==> config.mk <==
export PLATFORM = sky130hd
export DESIGN_NAME = pbp_regs
export DESIGN_NICKNAME = d
export VERILOG_FILES = /design/src/core/pbp_pkg.sv /design/src/core/pbp_regs.sv
export SDC_FILE = /design/constraint.sdc
export NUM_CORES = 1
export LEC_CHECK = 0
export BUFFER_PORTS_ARGS = -buffer_cell sky130_fd_sc_hd__clkbuf_2
export CORE_ASPECT_RATIO = 0.5
export CORE_MARGIN = 3
export CORE_UTILIZATION = 58
export DETAILED_ROUTE_END_ITERATION = 6
export PLACE_DENSITY = 0.8
export SYNTH_ARGS = -nofsm -noshare
export SYNTH_HDL_FRONTEND = slang
export SYNTH_SLANG_ARGS = --single-unit
==> constraint.sdc <==
create_clock -name i_core_clk -period 2.7 [get_ports i_core_clk]
set_input_delay 0.54 -clock i_core_clk [delete_from_list [all_inputs] [get_ports i_core_clk]]
set_output_delay 0.54 -clock i_core_clk [all_outputs]
set_load 0.02 [all_outputs]
==> src/core/pbp_pkg.sv <==
// constants and types for the partner base page ability registers
package pbp_pkg;

    // management device and register addresses
    localparam logic [4:0]  DEV_AUTONEG      = 5'h07;
    localparam logic [15:0] ADDR_LOW_WORD    = 16'h0205;
    localparam logic [15:0] ADDR_MID_WORD    = 16'h0206;
    localparam logic [15:0] ADDR_HIGH_WORD   = 16'h0207;
    localparam logic [15:0] WORD_RESET       = 16'h0000;
    localparam logic [15:0] ADDR_RESET       = 16'h0000;

    // middle word fields
    localparam int MID_LONG_REACH_BIT        = 14;
    localparam int MID_GIGABIT_BIT           = 7;
    localparam int MID_SR_FULL_DUPLEX_BIT    = 6;
    localparam int MID_FAST_BIT              = 5;
    localparam int MID_MASTER_BIT            = 4;

    // high word fields
    localparam int HIGH_EEE_BIT              = 14;
    localparam int HIGH_LEVEL_ABILITY_BIT    = 13;
    localparam int HIGH_LEVEL_REQUEST_BIT    = 12;
    localparam int HIGH_SR_HALF_DUPLEX_BIT   = 11;

    // low word field and nonce position inside the 48-bit page
    localparam int LOW_ROLE_FORCED_BIT       = 12;
    localparam int NONCE_LSB                 = 16;
    localparam int NONCE_MASTER_BIT          = 4;

    // management frame timing, in management clock periods
    localparam logic [5:0] PREAMBLE_ONES     = 6'h20;
    localparam logic [5:0] HEADER_LAST       = 6'h0D;
    localparam logic [5:0] TURN_LAST         = 6'h01;
    localparam logic [5:0] DATA_LAST         = 6'h0F;

    typedef enum logic [1:0] {
        OP_ADDRESS  = 2'b00,
        OP_WRITE    = 2'b01,
        OP_READ_INC = 2'b10,
        OP_READ     = 2'b11
    } pbp_op_t;

    typedef enum logic [1:0] {
        ST_PREAMBLE = 2'b00,
        ST_HEADER   = 2'b01,
        ST_TURN     = 2'b10,
        ST_DATA     = 2'b11
    } pbp_state_t;

    // frame header after the preamble: start, opcode, port and device address
    typedef struct packed {
        logic [1:0] start;
        pbp_op_t    op;
        logic [4:0] port_addr;
        logic [4:0] dev_addr;
    } pbp_hdr_t;

    // received base page, bits 47 down to 0
    typedef struct packed {
        logic [15:0] high;
        logic [15:0] mid;
        logic [15:0] low;
    } pbp_page_t;

endpackage

==> src/core/pbp_regs.sv <==
// partner base page status words behind a clause 45 management slave
`timescale 1ns/1ps

// How it works
// - words sit at 0x0205/0x0206/0x0207, device 0x07
// - low word read snapshots middle and high
// - middle/high reads return the snapshot
// - mid bit14 long reach; others reserved zero
// - mid bits 7,6,5: gigabit, full duplex, fast
// - mid bit4 master=1, slave=0
// - master bit taken from nonce bit 4
// - high bit14 energy efficient; others reserved zero
// - high bits 13,12: high level ability, request
// - high bit11 short reach half duplex
// - both words reset to zero
// - high level only if both able, one requests
// - low bit12 shows master forced or preferred
module pbp_regs (
    input  wire logic              i_core_clk,
    input  wire logic              i_resetn,
    input  wire logic              i_mdc,
    input  wire logic              i_mdio,
    output logic                   o_mdio,
    output logic                   o_mdio_oe,
    input  wire logic [4:0]        i_phy_addr,
    input  wire logic              i_page_valid,
    input  wire pbp_pkg::pbp_page_t i_rx_page,
    input  wire logic              i_local_high_ability,
    input  wire logic              i_local_high_request,
    output logic                   o_tx_high_level
);
    import pbp_pkg::*;

    pbp_state_t  state_ff,     nxt_state;
    logic [5:0]  cnt_ff,       nxt_cnt;
    logic [15:0] shift_ff,     nxt_shift;
    logic [15:0] tx_ff,        nxt_tx;
    logic [15:0] addr_ff,      nxt_addr;
    pbp_op_t     op_ff,        nxt_op;
    logic        sel_ff,       nxt_sel;
    logic        mdc_q_ff,     nxt_mdc_q;
    logic        mdio_ff,      nxt_mdio;
    logic        mdio_oe_ff,   nxt_mdio_oe;
    logic [15:0] live_low_ff,  nxt_live_low;
    logic [15:0] live_mid_ff,  nxt_live_mid;
    logic [15:0] live_high_ff, nxt_live_high;
    logic [15:0] snap_mid_ff,  nxt_snap_mid;
    logic [15:0] snap_high_ff, nxt_snap_high;
    logic        tx_high_ff,   nxt_tx_high;

    logic        mdc_rise;
    logic [15:0] shifted;
    pbp_hdr_t    hdr;
    logic        is_read;
    logic [15:0] rx_mid;
    logic [15:0] rx_high;
    // strobes from the frame machine to the pointer and snapshot groups
    // live words follow the link; snapshots hold what the host last latched
    logic        snap_take;
    logic        frame_end;

    assign mdc_rise = i_mdc & ~mdc_q_ff;
    assign shifted  = {shift_ff[14:0], i_mdio};
    assign hdr      = pbp_hdr_t'(shifted[13:0]);
    assign is_read  = (op_ff == OP_READ) || (op_ff == OP_READ_INC);

    assign o_mdio          = mdio_ff;
    assign o_mdio_oe       = mdio_oe_ff;
    assign o_tx_high_level = tx_high_ff;

    // only documented fields pass; reserved bits stay zero
    always_comb begin
        rx_mid  = WORD_RESET;
        rx_high = WORD_RESET;
        rx_mid[MID_LONG_REACH_BIT]      = i_rx_page.mid[MID_LONG_REACH_BIT];
        rx_mid[MID_GIGABIT_BIT]         = i_rx_page.mid[MID_GIGABIT_BIT];
        rx_mid[MID_SR_FULL_DUPLEX_BIT]  = i_rx_page.mid[MID_SR_FULL_DUPLEX_BIT];
        rx_mid[MID_FAST_BIT]            = i_rx_page.mid[MID_FAST_BIT];
        rx_mid[MID_MASTER_BIT]          = i_rx_page[NONCE_LSB + NONCE_MASTER_BIT];
        rx_high[HIGH_EEE_BIT]           = i_rx_page.high[HIGH_EEE_BIT];
        rx_high[HIGH_LEVEL_ABILITY_BIT] = i_rx_page.high[HIGH_LEVEL_ABILITY_BIT];
        rx_high[HIGH_LEVEL_REQUEST_BIT] = i_rx_page.high[HIGH_LEVEL_REQUEST_BIT];
        rx_high[HIGH_SR_HALF_DUPLEX_BIT] = i_rx_page.high[HIGH_SR_HALF_DUPLEX_BIT];
    end

    always_comb begin
        nxt_state     = state_ff;
        nxt_cnt       = cnt_ff;
        nxt_shift     = shift_ff;
        nxt_tx        = tx_ff;
        nxt_op        = op_ff;
        nxt_sel       = sel_ff;
        nxt_mdio      = mdio_ff;
        nxt_mdio_oe   = mdio_oe_ff;
        snap_take     = 1'b0;
        frame_end     = 1'b0;

        // every frame is counted through, selected or not, so the
        // next preamble is found in step with the host

        if (mdc_rise) begin
            unique case (state_ff)
                ST_PREAMBLE: begin
                    // a zero before 32 ones restarts the count; that frame is ignored
                    if (i_mdio) begin
                        nxt_cnt = (cnt_ff == PREAMBLE_ONES) ? cnt_ff : cnt_ff + 6'h01;
                    end else if (cnt_ff == PREAMBLE_ONES) begin
                        nxt_state = ST_HEADER;
                        nxt_cnt   = 6'h01;
                        nxt_shift = 16'h0000;
                    end else begin
                        nxt_cnt = 6'h00;
                    end
                end
                ST_HEADER: begin
                    nxt_shift = shifted;
                    nxt_cnt   = cnt_ff + 6'h01;
                    if (cnt_ff == HEADER_LAST) begin
                        nxt_state = ST_TURN;
                        nxt_cnt   = 6'h00;
                        nxt_op    = hdr.op;
                        nxt_sel   = (hdr.start == 2'b00) && (hdr.port_addr == i_phy_addr)
                                  && (hdr.dev_addr == DEV_AUTONEG);
                        nxt_tx    = WORD_RESET;
                        if (nxt_sel && (hdr.op == OP_READ || hdr.op == OP_READ_INC)) begin
                            unique case (addr_ff)
                                ADDR_LOW_WORD: begin
                                    nxt_tx    = live_low_ff;
                                    snap_take = 1'b1;
                                end
                                ADDR_MID_WORD:  nxt_tx = snap_mid_ff;
                                ADDR_HIGH_WORD: nxt_tx = snap_high_ff;
                                default:        nxt_tx = WORD_RESET;
                            endcase
                        end
                    end
                end
                ST_TURN: begin
                    nxt_cnt = cnt_ff + 6'h01;
                    if (cnt_ff != TURN_LAST) begin
                        // second turnaround bit is driven low by the device
                        if (sel_ff && is_read) begin
                            nxt_mdio_oe = 1'b1;
                            nxt_mdio    = 1'b0;
                        end
                    end else begin
                        nxt_state = ST_DATA;
                        nxt_cnt   = 6'h00;
                        if (sel_ff && is_read) begin
                            nxt_mdio = tx_ff[15];
                            nxt_tx   = {tx_ff[14:0], 1'b0};
                        end
                    end
                end
                ST_DATA: begin
                    nxt_shift = shifted;
                    nxt_cnt   = cnt_ff + 6'h01;
                    if (sel_ff && is_read && cnt_ff != DATA_LAST) begin
                        nxt_mdio = tx_ff[15];
                        nxt_tx   = {tx_ff[14:0], 1'b0};
                    end
                    if (cnt_ff == DATA_LAST) begin
                        // a new preamble is required before the next frame
                        nxt_state   = ST_PREAMBLE;
                        nxt_cnt     = 6'h00;
                        nxt_mdio_oe = 1'b0;
                        nxt_mdio    = 1'b0;
                        frame_end   = sel_ff;
                    end
                end
            endcase
        end
    end

    always_ff @(posedge i_core_clk) begin
        if (!i_resetn) begin
            state_ff     <= ST_PREAMBLE;
            cnt_ff       <= 6'h00;
            shift_ff     <= 16'h0000;
            op_ff        <= OP_ADDRESS;
            sel_ff       <= 1'b0;
        end else begin
            state_ff     <= nxt_state;
            cnt_ff       <= nxt_cnt;
            shift_ff     <= nxt_shift;
            op_ff        <= nxt_op;
            sel_ff       <= nxt_sel;
        end
    end

    // read data serializer, registered so the pin never glitches between mdc edges
    // the line is released at the last data rise, ready for the next preamble
    always_ff @(posedge i_core_clk) begin
        if (!i_resetn) begin
            tx_ff        <= WORD_RESET;
            mdio_ff      <= 1'b0;
            mdio_oe_ff   <= 1'b0;
        end else begin
            tx_ff        <= nxt_tx;
            mdio_ff      <= nxt_mdio;
            mdio_oe_ff   <= nxt_mdio_oe;
        end
    end

    // previous sample resets low, the idle level of the pin, so no false rise follows reset
    // mdc must stay at least one core cycle in each phase to be seen
    always_comb begin
        nxt_mdc_q = i_mdc;
    end

    always_ff @(posedge i_core_clk) begin
        if (!i_resetn) begin
            mdc_q_ff <= 1'b0;
        end else begin
            mdc_q_ff <= nxt_mdc_q;
        end
    end

    // live copy follows every received page; the host sees middle and high only via snapshot, low directly
    // low word keeps every bit, the force flag among them
    always_comb begin
        nxt_live_low  = live_low_ff;
        nxt_live_mid  = live_mid_ff;
        nxt_live_high = live_high_ff;
        if (i_page_valid) begin
            nxt_live_low  = i_rx_page.low;
            nxt_live_mid  = rx_mid;
            nxt_live_high = rx_high;
        end
    end

    always_ff @(posedge i_core_clk) begin
        if (!i_resetn) begin
            live_low_ff  <= WORD_RESET;
            live_mid_ff  <= WORD_RESET;
            live_high_ff <= WORD_RESET;
        end else begin
            live_low_ff  <= nxt_live_low;
            live_mid_ff  <= nxt_live_mid;
            live_high_ff <= nxt_live_high;
        end
    end

    // snapshot copies the live words at the low word read
    // a page landing on that same edge reaches only the live copy; the next low read takes it
    always_comb begin
        nxt_snap_mid  = snap_mid_ff;
        nxt_snap_high = snap_high_ff;
        if (snap_take) begin
            nxt_snap_mid  = live_mid_ff;
            nxt_snap_high = live_high_ff;
        end
    end

    always_ff @(posedge i_core_clk) begin
        if (!i_resetn) begin
            snap_mid_ff  <= WORD_RESET;
            snap_high_ff <= WORD_RESET;
        end else begin
            snap_mid_ff  <= nxt_snap_mid;
            snap_high_ff <= nxt_snap_high;
        end
    end

    // pointer moves only when a selected frame ends; a write leaves it where it was
    // read-increment steps past the word just sent
    always_comb begin
        nxt_addr = addr_ff;
        if (frame_end) begin
            unique case (op_ff)
                OP_ADDRESS:  nxt_addr = shifted;
                OP_READ_INC: nxt_addr = addr_ff + 16'h0001;
                OP_WRITE:    nxt_addr = addr_ff;
                OP_READ:     nxt_addr = addr_ff;
            endcase
        end
    end

    always_ff @(posedge i_core_clk) begin
        if (!i_resetn) begin
            addr_ff <= ADDR_RESET;
        end else begin
            addr_ff <= nxt_addr;
        end
    end

    // level follows live partner bits, so it tracks the link, not the host's last read
    // both ends able, and at least one asking for it
    always_comb begin
        nxt_tx_high = i_local_high_ability & live_high_ff[HIGH_LEVEL_ABILITY_BIT]
                    & (i_local_high_request | live_high_ff[HIGH_LEVEL_REQUEST_BIT]);
    end

    always_ff @(posedge i_core_clk) begin
        if (!i_resetn) begin
            tx_high_ff <= 1'b0;
        end else begin
            tx_high_ff <= nxt_tx_high;
        end
    end

endmodule

==> reports/results.tsv <==
stage	metric	value	unit
route	vias	3946	
synth	yosysTopAreaCellShare	41.0	%
sta	hold_violations	0	
place	hpwl	7.16	mm
synth	yosysTopAreaCell	dfxtp_1	
power	powerDensity	532	nW/um2
worst_setup_path	cp-start-kind	flip-flop	
layout	finalNetCount	625	
synth	mappedNetlistArea	4690	um2
status	run_status	finished, final reports clean	
sta	fin_crit_sh	88.7	%
route	firstDrtPassIters	5	
floorplan	die_area	9260	um2
sta	max-slew-margin-rel	35.6	%
layout	area_growth	11.4	%
sta	period_minus_slack	2.40	ns
sta	setup-violations-final	0	
synth	synth.distinct_cells	62	
global_route	overflow	0	
synth	async_flop_share	0	%
clocking	cts_tree	built	
synth	syn_area_per_cell	8.86	um2
floorplan	fp.dieW	133	um
synth	synth_edf_count	0	
synth	syn_inst	529	
route	drt_iter0_drc	290	
clocking	clk_path_buf_depth	2	
floorplan	core	7570	um2
clocking	post_cts_buffers	0	
synth	yosys_register_bits	96	
clocking	clock-root-buffer	clkbuf_16	
power	leakage	1.95	nW
route	vias_per_cell	5.92	
layout	layout_commonest_cell	dfxtp_1	
synth	synth_warnings	0	
clocking	clock_sinks	96	
sta	clock.fmax	418	MHz
place	portBuffers	39	
layout	final_cell_mix	96 x dfxtp_1, 49 x nor2_1, 44 x nand2_1	
layout	n_antenna_cell	0	
power	power	2.78	mW
clocking	clk_latency	0.34	ns
worst_setup_path	worstPathMaxFanout	11	
route	drc_errors	0	
worst_setup_path	arrival	2.68	ns
clocking	cts_resized	0	
route	wl_per_cell	15.6	um
global_route	first_global_vias	3653	
layout	drive_above_1_share	15.4	%
sta	maxSlewViolCount	0	
floorplan	rows	22	
hold_path	hold_path.class	in -> reg	
layout	nFillCells	610	
sta	tightest_slew	0.966	ns
synth	synth_ff_type	dfxtp_1	
power	peakVddDrop	0.000365	V
global_route	grt_max_degree	50	
global_route	grt_pass1_wl	17.7	mm
clocking	clkTransAtPathRegs	0.07	ns
floorplan	pin_count	63	
global_route	grt_use_total	23.3	%
worst_setup_path	critical_path_required	2.98	ns
synth	syn_nets	600	
floorplan	die_h	69.6	um
worst_setup_path	worst-setup-path-type	reg -> reg	
clocking	ctsHoldBuffers	0	
synth	ys_seq_area_share	41.0	%
clocking	cts_max_level	3	
sta	rsz0062_at_grt	false	
sta	clock_skew	0.00924	ns
run	maxCapViolCount	0	
synth	synth_area_leaders	dfxtp_1 41%, mux2i_1 8.3%, nor2_1 3.9%	
place	place.gp.congestion	0.906	
route	ant_nets	0	
worst_setup_path	endpoint_kind	flip-flop	
sta	setup_tns	0	ns
clocking	numCtsBuffers	9	
global_route	antenna_found_initial	0	
route	wl	10.4	mm
floorplan	start_util	61.9	%
Yosys cell counts (2+ instances only):
master / count
a211oi_1: 3
a21boi_1: 2
a21o_1: 2
a21oi_1: 22
a22o_1: 20
a22oi_1: 4
a2bb2oi_1: 2
a31o_2: 3
a31oi_1: 19
a32oi_1: 2
and2_1: 5
and3_1: 3
and4_1: 3
buf_1: 2
buf_2: 13
buf_4: 2
buf_6: 2
clkbuf_1: 20
dfxtp_1: 96
ha_1: 11
inv_1: 8
mux2i_1: 39
nand2_1: 44
nand2b_1: 7
nand3_1: 24
nand4_1: 15
nor2_1: 49
nor2b_1: 18
nor3_1: 10
nor3_2: 3
nor3b_1: 3
nor4_1: 3
nor4_4: 3
nor4bb_1: 2
o21ai_0: 24
o21ai_1: 5
o22ai_1: 2
o31ai_1: 2
o32ai_1: 2
or2_1: 2
xnor2_1: 7
area by class of cell:
type                    count  area [um2]  area share (%)
multi-input cells         385        2550            48.9
flip-flops and latches     96        1920            36.8
repair buffers             53         300            5.75
clock buffers               9         225            4.31
well taps                 108         135            2.59
clock inverters             7        53.8            1.03
inverters                   9        33.8           0.647
critical path: stages (launching register included):
cell and delay (ns):
dfxtp_1 0.42, inv_1 0.09, ha_1 0.22, nor4bb_1 0.14, a31oi_1 0.42, nor2_1 0.15, nor2_1 0.64, a22o_1 0.25
state kept, by name, indices dropped and copies added (netlist names):
| name | cells |
|---|---|
| mdc_q_ff | 1 |
| live_high_ff | 4 |
| cnt_ff | 6 |
| sel_ff | 1 |
| op_ff | 2 |
| live_low_ff | 16 |
| shift_ff | 15 |
| snap_mid_ff | 5 |
| o_tx_high_level | 1 |
| live_mid_ff | 5 |
| o_mdio_oe | 1 |
| o_mdio | 1 |
| addr_ff | 16 |
| state_ff | 2 |
| snap_high_ff | 4 |
| tx_ff | 16 |
power breakdown:
group          leakage (nW)  switching, mW  internal (mW)
Clock                 0.141          0.559          0.634
Sequential            0.778         0.0146           1.44
Combinational          1.03         0.0728         0.0595
worst paths after layout:
check                  startpoint         endpoint  slack, ns  cells past startpoint
min          i_local_high_ability  o_tx_high_level       0.42                      2
min reg2reg             tx_ff[13]        tx_ff[14]       0.47                      2
max reg2reg             cnt_ff[0]     shift_ff[13]       0.30                      7
max                     cnt_ff[0]     shift_ff[13]       0.30                      7
through the flow:
stage / utilization (%) / hold WS [ns] / std cells / instance area, um2 / setup WS (ns)
floorplan: - / 0.437 / 529 / 4690 / 0.768
global placement: 65.3 / 0.450 / 651 / 4940 / 0.415
detailed placement: 65.3 / 0.462 / 651 / 4940 / 0.338
CTS: 69.0 / 0.405 / 667 / 5220 / 0.323
global route: 69.0 / 0.406 / 667 / 5220 / 0.0144
finish: 69.0 / 0.416 / 667 / 5220 / 0.305
logic make-up (layout without fill, tap and decap cells):
group                    count (synthesis)  after routing  share of synthesized area (%)
AO/OA/AOI/OAI                          124            124                           17.7
multiplexers                            39             39                           8.33
adder cells (fa/ha/maj)                 11             11                           2.94
AND/OR/NAND/NOR                        203            203                           23.8
buffers and inverters                   48             78                           4.67
XOR/XNOR                                 8              8                           1.49
flip-flops                              96             96                           41.0
per-layer routing:
layer	vias up	GRT usage, %	share of wire (%)
met5	-	0	0
met4	0	4.56	0.79
met3	10	6.23	6.5
met2	116	36.2	44
met1	1846	32.8	49
li1	1974	-	-
(Power assumes the default switching activity.)
